==> src/uimr_pkg.sv <==
// Package: register map, field positions and reset values of the USB interface manager.
package uimr_pkg;
	// =====================================================================
	// Register offsets (byte addresses of 32-bit words)
	localparam logic [7:0] OFF_IM_RESET = 8'h00;
	localparam logic [7:0] OFF_DEV_ADDR = 8'h08;
	localparam logic [7:0] OFF_FUNC_CTL = 8'h0c;
	localparam logic [7:0] OFF_OTG_CTL = 8'h10;
	localparam logic [7:0] OFF_OTG_STAT = 8'h14;
	localparam logic [7:0] OFF_SER_CTL = 8'h18;
	localparam logic [7:0] OFF_EVT_FLAGS = 8'h1c;
	localparam logic [7:0] OFF_HOLD_SEL = 8'h20;
	localparam logic [7:0] OFF_PORT_MASKS = 8'h24;
	localparam logic [7:0] OFF_FRAME_CNT = 8'h28;
	localparam logic [7:0] OFF_LAST_PID = 8'h2c;
	localparam logic [7:0] OFF_LAST_EP = 8'h30;
	localparam logic [7:0] OFF_EP_MARK = 8'h34;
	localparam logic [7:0] OFF_OTG_MASK = 8'h38;
	localparam logic [7:0] OFF_PWR_SIG = 8'h3c;
	localparam logic [7:0] OFF_XCVR_CTL = 8'h40;

	// =====================================================================
	// Reset values
	localparam logic [4:0] RST_FUNC_CTL = 5'h07;
	localparam logic [6:0] RST_SER_CTL = 7'h02;

	// =====================================================================
	// Field positions
	localparam int FC_OPMODE_LSB = 2;
	localparam int SC_TXEN_N = 1;
	localparam int SC_TXSE0 = 3;
	localparam int SC_TXDAT = 2;
	localparam int SC_FSLS = 0;
	localparam int FL_TOKEN = 6;
	localparam int FL_SE0 = 5;
	localparam int FL_K = 4;
	localparam int FL_J = 3;
	localparam int FL_CRC16 = 2;
	localparam int FL_RXACT = 1;
	localparam int FL_RXERR = 0;
	localparam int EP_VALID = 4;
	localparam int XC_PD_OFF = 18;
	localparam int XC_WAKE_SE0 = 13;
	localparam int XC_WAKE_K = 12;
	localparam int XC_FILT_LSB = 8;
	localparam int XC_AUTO_RES = 7;
	localparam int XC_CONF_LSB = 4;
	localparam int PS_VALID = 8;

	// =====================================================================
	// Line states and token codes
	localparam logic [1:0] LS_SE0 = 2'h0;
	localparam logic [1:0] LS_J = 2'h1;
	localparam logic [1:0] LS_K = 2'h2;
	localparam logic [3:0] PID_SOF = 4'h5;
	localparam logic [4:0] EP_MARK_OR = 5'h10;
endpackage : uimr_pkg

==> src/uimr_regs.sv <==
// USB interface manager control and status registers with flag, filter and endpoint logic.
module uimr_regs (
	input wire logic i_mclk,
	input wire logic i_rst_n,
	// Register access
	input wire logic i_reg_wr,
	input wire logic i_reg_rd,
	input wire logic [7:0] i_reg_addr,
	input wire logic [31:0] i_reg_wdata,
	output logic [31:0] o_reg_rdata,
	output logic o_reg_rvalid,
	// Transceiver status inputs
	input wire logic [1:0] i_linestate,
	input wire logic i_rx_active,
	input wire logic i_rx_error,
	input wire logic i_rx_rcv,
	input wire logic i_rx_dm,
	input wire logic i_rx_dp,
	input wire logic [5:0] i_otg_status,
	// Token decoder results
	input wire logic i_tok_ok,
	input wire logic [3:0] i_tok_pid,
	input wire logic [6:0] i_tok_addr,
	input wire logic [3:0] i_tok_ep,
	input wire logic [10:0] i_tok_frame,
	input wire logic i_crc16_fail,
	input wire logic i_pkt_start,
	input wire logic i_auto_resume,
	// Transceiver controls
	output logic [2:0] o_opmode,
	output logic o_termselect,
	output logic o_xcvrselect,
	output logic [7:0] o_otg_ctl,
	output logic o_tx_se0,
	output logic o_tx_dat,
	output logic o_tx_enable_n,
	output logic o_fsls_serial,
	output logic o_line_port_low_pd_en,
	output logic o_line_port_high_pd_en,
	output logic [2:0] o_transceiver_config_inputs,
	output logic [8:0] o_power_sig,
	// Event ports and forwarded tokens
	output logic o_event_port_a,
	output logic o_event_port_b,
	output logic o_event_port_c,
	output logic o_event_port_d,
	output logic o_tok_fwd,
	output logic [4:0] o_rx_ep,
	output logic [1:0] o_linestate_filt
);

	// =====================================================================
	// Decode helpers
	function automatic logic wr_hit(input logic wr, input logic [7:0] a, input logic [7:0] off);
		wr_hit = wr && (a == off);
	endfunction

	logic soft_rst;
	logic clr_all;
	logic clr_mgr;
	// Reset register write restores manager state; transceiver-facing controls stay put
	assign soft_rst = wr_hit(i_reg_wr, i_reg_addr, uimr_pkg::OFF_IM_RESET);
	assign clr_all = !i_rst_n;
	assign clr_mgr = !i_rst_n || soft_rst;

	// =====================================================================
	// Transceiver-facing control registers (not touched by the soft reset)
	logic [4:0] func_ff, nxt_func;
	logic [7:0] otg_ff, nxt_otg;
	logic [3:0] ser_ff, nxt_ser;
	logic [3:0] xc_lo_ff, nxt_xc_lo;
	logic [3:0] filt_log_ff, nxt_filt_log;
	logic pd_off_ff, nxt_pd_off;
	logic wake_se0_ff, nxt_wake_se0;
	logic wake_k_ff, nxt_wake_k;
	logic [1:0] filt_ff;
	logic wake_go;

	// Auto-resume is honoured only when its enable bit is set
	assign wake_go = i_auto_resume && xc_lo_ff[uimr_pkg::XC_AUTO_RES - uimr_pkg::XC_CONF_LSB];

	// Next values for control registers; wake bits favour hardware set over clear
	always_comb begin
		nxt_func = func_ff;
		nxt_otg = otg_ff;
		nxt_ser = ser_ff;
		nxt_xc_lo = xc_lo_ff;
		nxt_filt_log = filt_log_ff;
		nxt_pd_off = pd_off_ff;
		nxt_wake_se0 = wake_se0_ff;
		nxt_wake_k = wake_k_ff;
		if (wr_hit(i_reg_wr, i_reg_addr, uimr_pkg::OFF_FUNC_CTL)) begin
			nxt_func = i_reg_wdata[4:0];
		end
		if (wr_hit(i_reg_wr, i_reg_addr, uimr_pkg::OFF_OTG_CTL)) begin
			nxt_otg = i_reg_wdata[7:0] & 8'hdf;
		end
		if (wr_hit(i_reg_wr, i_reg_addr, uimr_pkg::OFF_SER_CTL)) begin
			nxt_ser = i_reg_wdata[3:0];
		end
		if (wr_hit(i_reg_wr, i_reg_addr, uimr_pkg::OFF_XCVR_CTL)) begin
			nxt_pd_off = i_reg_wdata[uimr_pkg::XC_PD_OFF];
			nxt_filt_log = i_reg_wdata[11:8];
			nxt_xc_lo = i_reg_wdata[7:4];
			// Writing 0 clears; writing 1 leaves the bit as it was
			nxt_wake_se0 = wake_se0_ff && i_reg_wdata[uimr_pkg::XC_WAKE_SE0];
			nxt_wake_k = wake_k_ff && i_reg_wdata[uimr_pkg::XC_WAKE_K];
		end
		if (wake_go && filt_ff == uimr_pkg::LS_SE0) begin
			nxt_wake_se0 = 1'b1;
		end
		if (wake_go && filt_ff == uimr_pkg::LS_K) begin
			nxt_wake_k = 1'b1;
		end
	end

	// Control registers follow the pin reset only
	always_ff @(posedge i_mclk) begin
		if (clr_all) begin
			func_ff <= uimr_pkg::RST_FUNC_CTL;
			otg_ff <= 8'h00;
			ser_ff <= uimr_pkg::RST_SER_CTL[3:0];
			xc_lo_ff <= 4'h0;
			filt_log_ff <= 4'h0;
			pd_off_ff <= 1'b0;
			wake_se0_ff <= 1'b0;
			wake_k_ff <= 1'b0;
		end else begin
			func_ff <= nxt_func;
			otg_ff <= nxt_otg;
			ser_ff <= nxt_ser;
			xc_lo_ff <= nxt_xc_lo;
			filt_log_ff <= nxt_filt_log;
			pd_off_ff <= nxt_pd_off;
			wake_se0_ff <= nxt_wake_se0;
			wake_k_ff <= nxt_wake_k;
		end
	end

	assign o_opmode = func_ff[4:2];
	assign o_termselect = func_ff[1];
	assign o_xcvrselect = func_ff[0];
	assign o_otg_ctl = otg_ff;
	assign o_tx_se0 = ser_ff[uimr_pkg::SC_TXSE0];
	assign o_tx_dat = ser_ff[uimr_pkg::SC_TXDAT];
	assign o_tx_enable_n = ser_ff[uimr_pkg::SC_TXEN_N];
	assign o_fsls_serial = ser_ff[uimr_pkg::SC_FSLS];
	assign o_line_port_low_pd_en = !pd_off_ff;
	assign o_line_port_high_pd_en = !pd_off_ff;
	assign o_transceiver_config_inputs = xc_lo_ff[2:0];

	// =====================================================================
	// Line-state filter: a new state must stand 2^N clocks before it passes
	logic [1:0] cand_ff, nxt_cand, nxt_filt;
	logic [15:0] cnt_ff, nxt_cnt;
	logic [15:0] filt_len;

	assign filt_len = 16'(16'h0001 << filt_log_ff) - 16'h0001;

	// Counter restarts on every input change, so glitches never reach the flags
	always_comb begin
		nxt_cand = cand_ff;
		nxt_cnt = cnt_ff;
		nxt_filt = filt_ff;
		if (i_linestate != cand_ff) begin
			nxt_cand = i_linestate;
			nxt_cnt = 16'h0000;
		end else if (cnt_ff >= filt_len) begin
			nxt_filt = cand_ff;
		end else begin
			nxt_cnt = cnt_ff + 16'h0001;
		end
	end

	always_ff @(posedge i_mclk) begin
		if (clr_mgr) begin
			cand_ff <= uimr_pkg::LS_SE0;
			cnt_ff <= 16'h0000;
			filt_ff <= uimr_pkg::LS_SE0;
		end else begin
			cand_ff <= nxt_cand;
			cnt_ff <= nxt_cnt;
			filt_ff <= nxt_filt;
		end
	end

	assign o_linestate_filt = filt_ff;

	// =====================================================================
	// Manager state: address, flags, masks, captures, marks, power value
	logic [6:0] addr_ff, nxt_addr;
	logic [6:0] flags_ff, nxt_flags;
	logic [6:0] hold_ff, nxt_hold;
	logic [31:0] masks_ff, nxt_masks;
	logic [10:0] frame_ff, nxt_frame;
	logic [3:0] pid_ff, nxt_pid;
	logic [4:0] ep_ff, nxt_ep;
	logic [15:0] mark_ff, nxt_mark;
	logic [31:0] omask_ff, nxt_omask;
	logic [8:0] pwr_ff, nxt_pwr;
	logic [6:0] flag_set;
	logic [6:0] flag_w1c;
	logic tok_match;
	logic tok_sof;

	assign tok_sof = i_tok_ok && (i_tok_pid == uimr_pkg::PID_SOF);
	assign tok_match = i_tok_ok && !tok_sof && (i_tok_addr == addr_ff);

	// Sources that raise each flag this cycle
	always_comb begin
		flag_set = 7'h00;
		flag_set[uimr_pkg::FL_TOKEN] = tok_match;
		flag_set[uimr_pkg::FL_SE0] = (filt_ff == uimr_pkg::LS_SE0);
		flag_set[uimr_pkg::FL_K] = (filt_ff == uimr_pkg::LS_K);
		flag_set[uimr_pkg::FL_J] = (filt_ff == uimr_pkg::LS_J);
		flag_set[uimr_pkg::FL_CRC16] = i_crc16_fail;
		flag_set[uimr_pkg::FL_RXACT] = i_rx_active;
		flag_set[uimr_pkg::FL_RXERR] = i_rx_error;
		flag_w1c = 7'h00;
		if (wr_hit(i_reg_wr, i_reg_addr, uimr_pkg::OFF_EVT_FLAGS)) begin
			flag_w1c = i_reg_wdata[6:0];
		end
	end

	// Next values of manager state; hardware capture wins over software writes
	always_comb begin
		nxt_addr = addr_ff;
		nxt_hold = hold_ff;
		nxt_masks = masks_ff;
		nxt_frame = frame_ff;
		nxt_pid = pid_ff;
		nxt_ep = ep_ff;
		nxt_mark = mark_ff;
		nxt_omask = omask_ff;
		nxt_pwr = pwr_ff;
		for (int b = 0; b < 7; b++) begin
			if (hold_ff[b]) begin
				// Held flag: keep until a 1 is written, a new set still wins
				nxt_flags[b] = (flags_ff[b] && !flag_w1c[b]) || flag_set[b];
			end else if (b <= uimr_pkg::FL_RXACT) begin
				nxt_flags[b] = flag_set[b];
			end else begin
				nxt_flags[b] = (flags_ff[b] && !i_pkt_start && !flag_w1c[b]) || flag_set[b];
			end
		end
		if (wr_hit(i_reg_wr, i_reg_addr, uimr_pkg::OFF_DEV_ADDR)) begin
			nxt_addr = i_reg_wdata[6:0];
		end
		if (wr_hit(i_reg_wr, i_reg_addr, uimr_pkg::OFF_HOLD_SEL)) begin
			nxt_hold = i_reg_wdata[6:0];
		end
		if (wr_hit(i_reg_wr, i_reg_addr, uimr_pkg::OFF_PORT_MASKS)) begin
			nxt_masks = i_reg_wdata;
		end
		if (wr_hit(i_reg_wr, i_reg_addr, uimr_pkg::OFF_FRAME_CNT)) begin
			nxt_frame = i_reg_wdata[10:0];
		end
		if (tok_sof) begin
			nxt_frame = i_tok_frame;
		end
		if (wr_hit(i_reg_wr, i_reg_addr, uimr_pkg::OFF_EP_MARK)) begin
			nxt_mark = i_reg_wdata[15:0];
		end
		if (wr_hit(i_reg_wr, i_reg_addr, uimr_pkg::OFF_OTG_MASK)) begin
			nxt_omask = i_reg_wdata;
		end
		if (wr_hit(i_reg_wr, i_reg_addr, uimr_pkg::OFF_PWR_SIG)) begin
			nxt_pwr = i_reg_wdata[8:0];
		end
		if (tok_match) begin
			nxt_pid = i_tok_pid;
			nxt_ep = {1'b1, i_tok_ep};
		end
	end

	always_ff @(posedge i_mclk) begin
		if (clr_mgr) begin
			addr_ff <= 7'h00;
			flags_ff <= 7'h00;
			hold_ff <= 7'h00;
			masks_ff <= 32'h0000_0000;
			frame_ff <= 11'h000;
			pid_ff <= 4'h0;
			ep_ff <= 5'h00;
			mark_ff <= 16'h0000;
			omask_ff <= 32'h0000_0000;
			pwr_ff <= 9'h000;
		end else begin
			addr_ff <= nxt_addr;
			flags_ff <= nxt_flags;
			hold_ff <= nxt_hold;
			masks_ff <= nxt_masks;
			frame_ff <= nxt_frame;
			pid_ff <= nxt_pid;
			ep_ff <= nxt_ep;
			mark_ff <= nxt_mark;
			omask_ff <= nxt_omask;
			pwr_ff <= nxt_pwr;
		end
	end

	assign o_power_sig = pwr_ff;

	// =====================================================================
	// Registered outputs: event ports, forwarded token, status sampling, readback
	logic [3:0] evt_ff, nxt_evt;
	logic fwd_ff;
	logic [4:0] rx_ep_ff, nxt_rx_ep;
	logic [5:0] otg_st_ff;
	logic [2:0] ser_st_ff;
	logic [31:0] rdata_ff, nxt_rdata;
	logic rvalid_ff;

	// Ports look at the flags as stored, one cycle behind the flag register
	always_comb begin
		for (int p = 0; p < 4; p++) begin
			nxt_evt[p] = |(flags_ff & masks_ff[p*8 +: 7]);
		end
		nxt_rx_ep = rx_ep_ff;
		if (tok_match) begin
			nxt_rx_ep = {1'b0, i_tok_ep} | (mark_ff[i_tok_ep] ? uimr_pkg::EP_MARK_OR : 5'h00);
		end
		nxt_rdata = 32'h0000_0000;
		case (i_reg_addr)
			uimr_pkg::OFF_DEV_ADDR: nxt_rdata = {25'h0, addr_ff};
			uimr_pkg::OFF_FUNC_CTL: nxt_rdata = {27'h0, func_ff};
			uimr_pkg::OFF_OTG_CTL: nxt_rdata = {24'h0, otg_ff};
			uimr_pkg::OFF_OTG_STAT: nxt_rdata = {26'h0, otg_st_ff};
			uimr_pkg::OFF_SER_CTL: nxt_rdata = {25'h0, ser_st_ff, ser_ff};
			uimr_pkg::OFF_EVT_FLAGS: nxt_rdata = {25'h0, flags_ff};
			uimr_pkg::OFF_HOLD_SEL: nxt_rdata = {25'h0, hold_ff};
			uimr_pkg::OFF_PORT_MASKS: nxt_rdata = masks_ff;
			uimr_pkg::OFF_FRAME_CNT: nxt_rdata = {21'h0, frame_ff};
			uimr_pkg::OFF_LAST_PID: nxt_rdata = {28'h0, pid_ff};
			uimr_pkg::OFF_LAST_EP: nxt_rdata = {27'h0, ep_ff};
			uimr_pkg::OFF_EP_MARK: nxt_rdata = {16'h0, mark_ff};
			uimr_pkg::OFF_OTG_MASK: nxt_rdata = omask_ff;
			uimr_pkg::OFF_PWR_SIG: nxt_rdata = {23'h0, pwr_ff};
			uimr_pkg::OFF_XCVR_CTL: nxt_rdata = {13'h0, pd_off_ff, 4'h0, wake_se0_ff,
				wake_k_ff, filt_log_ff, xc_lo_ff, 4'h0};
			default: nxt_rdata = 32'h0000_0000;
		endcase
		if (!i_reg_rd) begin
			nxt_rdata = rdata_ff;
		end
	end

	always_ff @(posedge i_mclk) begin
		if (clr_mgr) begin
			evt_ff <= 4'h0;
			fwd_ff <= 1'b0;
			rx_ep_ff <= 5'h00;
			otg_st_ff <= 6'h00;
			ser_st_ff <= 3'h0;
			rdata_ff <= 32'h0000_0000;
			rvalid_ff <= 1'b0;
		end else begin
			evt_ff <= nxt_evt;
			fwd_ff <= tok_match;
			rx_ep_ff <= nxt_rx_ep;
			otg_st_ff <= i_otg_status;
			ser_st_ff <= {i_rx_rcv, i_rx_dm, i_rx_dp};
			rdata_ff <= nxt_rdata;
			rvalid_ff <= i_reg_rd;
		end
	end

	assign o_event_port_a = evt_ff[0];
	assign o_event_port_b = evt_ff[1];
	assign o_event_port_c = evt_ff[2];
	assign o_event_port_d = evt_ff[3];
	assign o_tok_fwd = fwd_ff;
	assign o_rx_ep = rx_ep_ff;
	assign o_reg_rdata = rdata_ff;
	assign o_reg_rvalid = rvalid_ff;
endmodule : uimr_regs // uimr_regs

==> config.mk <==
export PLATFORM = sky130hd
export DESIGN_NAME = uimr_regs
export DESIGN_NICKNAME = d
export VERILOG_FILES = /design/src/uimr_pkg.sv /design/src/uimr_regs.sv
export SDC_FILE = /design/constraint.sdc
export NUM_CORES = 1
export LEC_CHECK = 0
export BUFFER_PORTS_ARGS = -buffer_cell sky130_fd_sc_hd__buf_2
export CAP_MARGIN = 20
export CORE_MARGIN = 3
export CORE_UTILIZATION = 30
export CTS_CLUSTER_DIAMETER = 80
export CTS_CLUSTER_SIZE = 20
export DETAILED_ROUTE_END_ITERATION = 10
export HOLD_SLACK_MARGIN = 0.08
export PLACE_DENSITY = 0.49
export SYNTH_ARGS = -nofsm -noshare
export SYNTH_HDL_FRONTEND = slang
export SYNTH_SLANG_ARGS = --single-unit
==> constraint.sdc <==
create_clock -name i_mclk -period 10.5 [get_ports i_mclk]
set_clock_uncertainty 0.05 [all_clocks]
set_input_delay 1.05 -clock i_mclk [delete_from_list [all_inputs] [get_ports i_mclk]]
set_output_delay 1.05 -clock i_mclk [all_outputs]
set_load 0.01 [all_outputs]
==> run summary, run 1 <==
The number of slew-limit violations in the final report was 0. The total die area came out at 36700 µm². Summing over every cut layer, the via total after detailed routing is 9434. The total standard cell area after synthesis is slightly above 10000 µm². The yosys synthesis warning count is 0.

The worst slew margin relative to its limit came out at 32.8%. The setup slack on the worst flop-to-flop path is 6.20 ns. The aggregate negative setup slack came out at 0 ns. The critical path class is flop to flop. STA classifies the critical path endpoint as a flop. The area of combinational cells with multiple inputs came out at 5360 µm². The hold violation total from the final report is 0. In the final layout, the share of cells above drive strength 1 is 17.2%. The post-cts resize count is 0. After clock tree synthesis, the setup repair step added 0 buffers. The netlist uses 59 different library cells. Row generation in the floorplan step produced 67 rows.

The total detailed-routing wirelength is about 37000 µm. In this run the critical register-to-register path is captured at cnt_ff[13]$_SDFFE_PP0N_. The number of failing setup endpoints in the final timing report came out at 0. The maximum net fanout on the critical path is 20. The die boundary height came out at 192 µm. The most used flip-flop cell after synthesis is sky130_fd_sc_hd__dfxtp_1. The worst setup timing slack at the placement stage came out at 6.14 ns.

In this run the clock root is driven by a sky130_fd_sc_hd__clkbuf_16. Synthesis produced a netlist whose cell count is 1237. The detailed router finished its first iteration with between 700 and 800 violations.

The largest net degree at the start of global routing came out at 93. The number of stages on the worst hold path came out at 2. The number of antenna violations at the first check in global routing was 3. The leakage power summed over all cells came out at ~0.0046 µW. The data required time of the critical path came out at 10.85 ns. The total CTS buffers is 16. The global-route usage over all layers came out at about a fifth. The kind of launch point of the worst setup path is a flop. The width of the chip is 192 µm. The number of synthesized flops with an enable pin is 0. Setup repair after global routing left no endpoint under its margin.

The number of design rule violations left after detail routing came out at 0. For hold timing, the worst endpoint is omask_ff[29]$_SDFFE_PP0P_. The total power per unit cell area came out at between 100 and 150 nW/µm². The fraction of the cycle the final worst path needs came out at 40.9%. The remaining number of nets flagged by the antenna check after routing is 0. TritonCTS built the clock tree. The area of the core region is 33700 µm². The source-to-sink clock delay at the later pin of the worst-skew pair is about 0.50 ns. The placed wire-length estimate is 25600 µm. The maximum level of the CTS H-tree is 1. The worst hold path begins at omask_ff[29]$_SDFFE_PP0P_.

The wire length of the first global-routing pass is around 55000 µm. Counting every net in the synthesized netlist gives between 1000 and 1500. The top cell types in the final layout, fill and taps aside, are 226 x sky130_fd_sc_hd__nand2_1, 225 x sky130_fd_sc_hd__dfxtp_1, 161 x sky130_fd_sc_hd__buf_2, 158 x sky130_fd_sc_hd__a21oi_1, 114 x sky130_fd_sc_hd__nor2_1. The startpoint identified for the worst register-to-register timing path is filt_log_ff[2]$_SDFFE_PN0P_. The data arrival time at the worst-slack endpoint came out at between 4 and 5 ns. Relative to the synthesized area, the layout overhead comes to 15.4%.

The per-cell via count in the routed design came out at 5.29. The transition time at the pin with the least slew margin is approximately 1.0 ns. The async set-reset flop share out of synthesis is 0%.

The clock-pin slew of the registers on the worst-case setup and hold paths came out at 0.08 ns. The via count of the first global-routing pass was ~9000. Across the whole layout, storage elements account for 4500 µm². The final weighted congestion in routability-driven placement came out at 0.903. Dividing the synthesized area by the synthesized cell count gives 8.35 µm². The minimum clock period is between 4 and 5 ns. Dividing the detail-routed wire length by the instance count gives 20.7 µm.

The run finished with clean final reports. For this design, the CTS-stage hold fixing added 0 buffers. For this run, the detailed router's first-pass iteration total came to 5.

The aggregate global routing overflow is 0. CTS saw roughly 230 sinks. The largest buffer count on any clock path is 3. The number of maximum-capacitance constraint violations is 0. The achievable clock frequency is 233 MHz. The starting density of the core is just over 30%. The number of inserted filler cells in the final layout came out at 3607.

The final worst setup slack came out at 6.20 ns. The worst hold path class is flop to flop. Leaving out fill and tap cells, the most frequent cell in the layout is sky130_fd_sc_hd__nand2_1.

The portion of the post-synthesis area used by sequential elements is approximately 44%. The total number of nets in the final design came out at 1434. The worst IR drop on VDD came out at about 0.00011 V.

The count of buffers from port buffering came out at 161. The number of flip-flops and latches in the synthesized netlist is ~230. Pin placement for this block handled 163 I/O pins. The worst register-to-register path has a depth of 14.
==> report_power, final <==
group	switching (µW)	internal (µW)
clock network	320	301
logic	68.7	31.3
registers	8.01	858
total	397	1190
==> sequential cells by signal (all words and copies together), names as in the netlist, 9 cells and up <==
name,count
frame_ff,11
masks_ff,32
mark_ff,16
omask_ff,32
o_reg_rdata,32
o_power_sig,9
cnt_ff,16
==> final cells by class <==
class	instances	area share (%)
flip-flops and latches	225	37.8
clock inverters	5	0.346
multi-input cells	895	44.9
clock buffers	19	3.63
inverters	13	0.409
repair buffers	178	8.16
well taps	448	4.70
diodes	2	0.0420
==> how the worst max path moves through the flow <==
stage | cells past startpoint | from | end | slack, ns
global placement | 6 | i_reg_addr[2] | o_reg_rdata[14]$_SDFFE_PP0P_ | 6.25
detailed placement | 6 | i_reg_addr[2] | o_reg_rdata[20]$_SDFFE_PP0P_ | 6.14
CTS | 13 | filt_log_ff[2]$_SDFFE_PN0P_ | cnt_ff[13]$_SDFFE_PP0N_ | 6.22
finish | 14 | filt_log_ff[2]$_SDFFE_PN0P_ | cnt_ff[13]$_SDFFE_PP0N_ | 6.20
global route | 13 | filt_log_ff[2]$_SDFFE_PN0P_ | cnt_ff[11]$_SDFFE_PP0N_ | 5.78
floorplan | 18 | filt_log_ff[3]$_SDFFE_PN0P_ | cnt_ff[1]$_SDFFE_PP0N_ | 6.96
==> synth_stat cells, types with 5 or more instances <==
cell,instances,area share (%)
sky130_fd_sc_hd__nand2_1,227,8.2
sky130_fd_sc_hd__dfxtp_1,225,44
sky130_fd_sc_hd__a21oi_1,158,7.7
sky130_fd_sc_hd__nor2_1,114,4.1
sky130_fd_sc_hd__mux2i_1,72,7.0
sky130_fd_sc_hd__clkbuf_1,69,2.5
sky130_fd_sc_hd__nand3_1,42,2.0
sky130_fd_sc_hd__a22oi_1,35,2.5
sky130_fd_sc_hd__o21ai_0,27,1.3
sky130_fd_sc_hd__ha_1,18,2.2
sky130_fd_sc_hd__buf_2,17,0.82
sky130_fd_sc_hd__a211oi_1,14,1.0
sky130_fd_sc_hd__and2_1,14,0.85
sky130_fd_sc_hd__a31oi_1,13,0.79
sky130_fd_sc_hd__inv_1,13,0.47
sky130_fd_sc_hd__a222oi_1,11,1.1
sky130_fd_sc_hd__and3_1,10,0.61
sky130_fd_sc_hd__mux4_2,10,2.2
sky130_fd_sc_hd__buf_1,9,0.33
sky130_fd_sc_hd__buf_4,9,0.65
sky130_fd_sc_hd__a22o_1,8,0.68
sky130_fd_sc_hd__nand4_1,8,0.48
sky130_fd_sc_hd__nor2b_1,8,0.48
sky130_fd_sc_hd__o31ai_1,8,0.58
sky130_fd_sc_hd__or4_1,8,0.58
sky130_fd_sc_hd__nor3_1,6,0.29
sky130_fd_sc_hd__xnor2_1,6,0.51
sky130_fd_sc_hd__xor2_1,6,0.51
sky130_fd_sc_hd__a32oi_1,5,0.42
sky130_fd_sc_hd__mux2_2,5,0.54
sky130_fd_sc_hd__o21a_1,5,0.36
sky130_fd_sc_hd__o22ai_1,5,0.30
sky130_fd_sc_hd__or3_1,5,0.30
==> per-stage QoR <==
step                      hold WS (ns)  power (µW)  cells  area [µm²]  util (%)
after floorplan                  0.383         935   1237       10300         -
after global placement           0.390         984   1757       11400      33.8
after detailed placement         0.393         986   1759       11400      34.0
after CTS                        0.405        1600   1783       11900      35.4
after global routing             0.427        1640   1784       11900      35.4
final                            0.408        1590   1785       11900      35.4
==> worst max-delay path, cell delays in order (launching register included) <==
cell and delay (ns):
sky130_fd_sc_hd__dfxtp_1 0.48, sky130_fd_sc_hd__nor2_1 0.32, sky130_fd_sc_hd__nand3_1 0.15, sky130_fd_sc_hd__ha_1 0.36
sky130_fd_sc_hd__or2_2 0.35, sky130_fd_sc_hd__o21ai_0 0.15, sky130_fd_sc_hd__a22o_1 0.14, sky130_fd_sc_hd__a21oi_1 0.07
sky130_fd_sc_hd__ha_1 0.29, sky130_fd_sc_hd__nand2_1 0.08, sky130_fd_sc_hd__nor3_1 0.06, sky130_fd_sc_hd__a32oi_1 0.26
sky130_fd_sc_hd__nand3_1 0.59, sky130_fd_sc_hd__or4_1 0.70, sky130_fd_sc_hd__a21oi_1 0.15
==> metal layers <==
| layer | vias to the layer above | global-route usage (%) | routed length (µm) |
|---|---|---|---|
| met1 | 4549 | 26.3 | 16500 |
| met2 | 289 | 32.7 | 17300 |
| met3 | 52 | 3.12 | 2210 |
| met4 | 2 | 5.48 | 996 |
| met5 | - | 0 | 13 |
| li1 | 4542 | - | - |
==> logic make-up (layout without fill, tap and decap cells) <==
logic type	count (synthesis)	after routing	share of synthesized area (%)
multiplexers	87	87	9.70
XOR/XNOR	12	12	1.02
adder cells (fa/ha/maj)	18	18	2.18
buffers and inverters	117	215	4.78
other	2	4	0.0727
AO/OA/AOI/OAI	310	310	18.5
AND/OR/NAND/NOR	466	466	20.1
flip-flops	225	225	43.6
No activity file was read; power rests on OpenSTA's default activity.
==> run 2: changes to the inputs <==
==> constraint.sdc (replaced) <==
create_clock -name i_mclk -period 4 [get_ports i_mclk]
set_clock_uncertainty 0.05 [all_clocks]
set_input_delay 0.4 -clock i_mclk [delete_from_list [all_inputs] [get_ports i_mclk]]
set_output_delay 0.4 -clock i_mclk [all_outputs]
set_load 0.01 [all_outputs]
==> run 2 against run 1 <==
  * Power grew to 2.7 times the previous value
  * Sequential power grew to 2.6 times the previous value
  * Worst setup slack lost 5.8 ns
  * Design area grew 1.9%
  * Hold slack lost 0.31 ns
  * Global-route usage grew 0.11 points
  * Clock power grew to 2.8 times the previous value
  * Fmax grew 20%
  * Critical endpoint is now cnt_ff[9]$_SDFFE_PP0N_
  * Highest routed layer unchanged
==> run summary, run 2 (synthesized netlist as in run 1, its figures left out) <==
The run finished with clean final reports. The first routing iteration left 809 violations. The aggregate global routing overflow came out at 0. The aggregate negative setup slack is 0 ns. The reg-to-reg startpoint is filt_log_ff[0]$_SDFFE_PN0P_. The number of failing setup endpoints in the final timing report came out at 0.

The analysis attributes to net switching a power of between 1000 and 1500 µW. Data on the critical path is required at its endpoint by between 4 and 5 ns. Data arrives at the worst endpoint at 3.95 ns. The power share of the sequential group is 52.7%. The post-route netlist has roughly 18% of its cells at a drive strength greater than 1. The die covers 36700 µm². The total detailed-routing wirelength is 37300 µm.

The most critical setup path has its startpoint at filt_log_ff[0]$_SDFFE_PN0P_. The total number of nets in the final design is 1458. The total power per unit cell area came out at 355 nW/µm². Across all layers, the routed design uses ~9500 vias. In this run the horizontal extent of the chip is 192 µm. The maximum net fanout on the critical path came out at 20. The transition time at the pin with the least slew margin is approximately 1.1 ns.

Headroom to the max-slew limit came out at about a quarter. Internal power comes to 3220 µW. Clock tree synthesis inserted a total of 17 buffers. The minimum clock period came out at roughly 3.6 ns.

The worst setup path is captured at a flop. The cell count of the worst reg-to-reg path is 15. The final instance area came out at 12200 µm². For this run, design rule violations remaining after detail routing come to 0. Buffers added to address setup during post-CTS repair amount to 0. After detailed routing, the number of vias per cell comes to approximately 5.2. The via count of the first global-routing pass came out at 8978. For this run, the detailed router's first-pass iteration total came to 6.

The worst register-to-register path has a setup slack of about 0.41 ns. The hold violation total from the final report was 0. The worst IR drop on VDD is 0.000273 V. The combinational power share is between 6 and 7%.

The critical path is of the flop to flop type. The area of the core region came out at 33700 µm². The most frequent standard cell in the layout excluding fill and tap cells is sky130_fd_sc_hd__nand2_1. The wire length of the first global-routing pass is 55900 µm. Relative to the synthesized area, the layout overhead comes to 17.6%. The largest net degree at the start of global routing is 126. The filler cells instantiated in the layout total about 3600. Across all hold checks on the routed design, the worst slack comes to 0.0967 ns. The number of sinks driven by the clock tree came out at roughly 230. The per-cell routed wire length came out at 20.6 µm. Following the worst setup path forward leads to its endpoint at cnt_ff[9]$_SDFFE_PP0N_. The master cell of the clock root buffer is sky130_fd_sc_hd__clkbuf_16. Across every metal layer, demand over resource in global routing totals 19.7%. The cell area after placement is ~11000 µm².

The number of slew-limit violations in the final report is 0. Row generation in the floorplan step produced 67 rows. The maximum level of the CTS H-tree came out at 1. At the later pin of the worst-skew pair, clock insertion delay measures roughly 0.49 ns.

The number of antenna violations at the first check in global routing came out at 4. The placed wire-length estimate is approximately 26000 µm. The I/O pin count came out at about 160. Static timing analysis puts the maximum clock frequency at between 200 and 300 MHz. The final weighted congestion in routability-driven placement came out at roughly 0.86.

After clock tree synthesis, the clock-pin slew on the worst setup and hold paths is approximately 0.090 ns. The worst register-to-register path ends at cnt_ff[9]$_SDFFE_PP0N_. Net switching is 25.4% of the power. The fraction of the cycle the final worst path needs came out at 89.7%. The number of maximum-capacitance constraint violations is 0. The worst setup path is launched from a flop. Input and output buffers added on the ports amount to roughly 160. In this run the worst hold path is classified as input pin to flop. The analysis attributes to cell leakage a power of 0.00471 µW. The CTS tree is yes. The clock network fraction of total power is between 40 and 50%. The top cell types in the final layout, fill and taps aside, are 226 x sky130_fd_sc_hd__nand2_1, 225 x sky130_fd_sc_hd__dfxtp_1, 161 x sky130_fd_sc_hd__buf_2, 158 x sky130_fd_sc_hd__a21oi_1, 114 x sky130_fd_sc_hd__nor2_1. The remaining number of nets flagged by the antenna check after routing is 0.

Setup repair after global routing left no endpoint under its margin. The die boundary height is about 190 µm. The clock passes through at most 3 buffers. Once the floorplan was initialized, standard cells occupied 30.7% of the core.
run 2: cell types whose count changed in the layout (fill, tap and decap cells not counted), moves of 2 or more:
cell,change
sky130_fd_sc_hd__dlygate4sd3_1,+13
sky130_fd_sc_hd__inv_12,+2
sky130_fd_sc_hd__buf_16,-2
sky130_fd_sc_hd__inv_8,-2
sky130_fd_sc_hd__buf_4,+11
run 2: what timing repair did:
item / CTS / global route
endpoints found under the hold margin: 14 / 0
resized for setup: 0 / 0
hold buffers: 13 / 0
run 2: worst min path at each step:
stage	start	to	cells past startpoint
global route	i_reg_wdata[23]	omask_ff[23]$_SDFFE_PP0P_	3
detailed placement	omask_ff[20]$_SDFFE_PP0P_	omask_ff[20]$_SDFFE_PP0P_	2
CTS	i_linestate[1]	cand_ff[1]$_SDFFE_PP0P_	2
global placement	omask_ff[14]$_SDFFE_PP0P_	omask_ff[14]$_SDFFE_PP0P_	2
floorplan	omask_ff[0]$_SDFFE_PP0P_	omask_ff[0]$_SDFFE_PP0P_	2
finish	i_linestate[1]	cand_ff[1]$_SDFFE_PP0P_	2
run 2: metal layers:
metal	part of all wire (%)	track usage, %	wire (µm)	vias up
li1	-	-	-	4589
met1	45	27.1	16800	4572
met2	47	33.0	17400	279
met3	6.2	2.87	2320	41
met4	1.9	3.95	719	4
met5	0.072	0	27	-
run 2: critical path: stages (launching register included):
cell                      delay [ns]
sky130_fd_sc_hd__dfxtp_1        0.54
sky130_fd_sc_hd__inv_1          0.14
sky130_fd_sc_hd__nand3_1        0.13
sky130_fd_sc_hd__ha_1           0.42
sky130_fd_sc_hd__or2_2          0.21
sky130_fd_sc_hd__o21ai_0        0.07
sky130_fd_sc_hd__a22o_1         0.18
sky130_fd_sc_hd__a21oi_1        0.15
sky130_fd_sc_hd__ha_1           0.24
sky130_fd_sc_hd__nand2_1        0.07
sky130_fd_sc_hd__nor3_1         0.07
sky130_fd_sc_hd__a32oi_1        0.26
sky130_fd_sc_hd__nand3_1        0.11
sky130_fd_sc_hd__buf_4          0.21
sky130_fd_sc_hd__or4_1          0.51
sky130_fd_sc_hd__a21oi_1        0.15
run 2: cell type report:
cell class | instances | area, µm² | area share [%]
antenna | 2 | 5.00 | 0.0412
clock buffer | 19 | 433 | 3.56
clock inverter | 6 | 92.6 | 0.762
inverter | 13 | 48.8 | 0.401
multi-input combinational | 895 | 5360 | 44.1
sequential | 225 | 4500 | 37.1
tap | 448 | 561 | 4.61
timing repair buffer | 201 | 1150 | 9.47
run 2: through the flow:
stage / total power [µW] / utilization (%) / setup slack, ns / cells
6_report: 4310 / 36.1 / 0.413 / 1809
5_1_grt: 4450 / 36.1 / 0.105 / 1808
4_1_cts: 4360 / 36.1 / 0.413 / 1807
3_5_place_dp: 2590 / 34.1 / 0.425 / 1769
3_3_place_gp: 2590 / 34.1 / 0.516 / 1769
2_1_floorplan: 2450 / - / 0.459 / 1237
run 2: power by group through the flow:
stage,clock (µW),combinational [µW],sequential [µW]
global route,1880,299,2270
finish,1760,277,2270
CTS,1810,277,2270
global placement,0,264,2330
floorplan,0,140,2310
detailed placement,0,266,2330
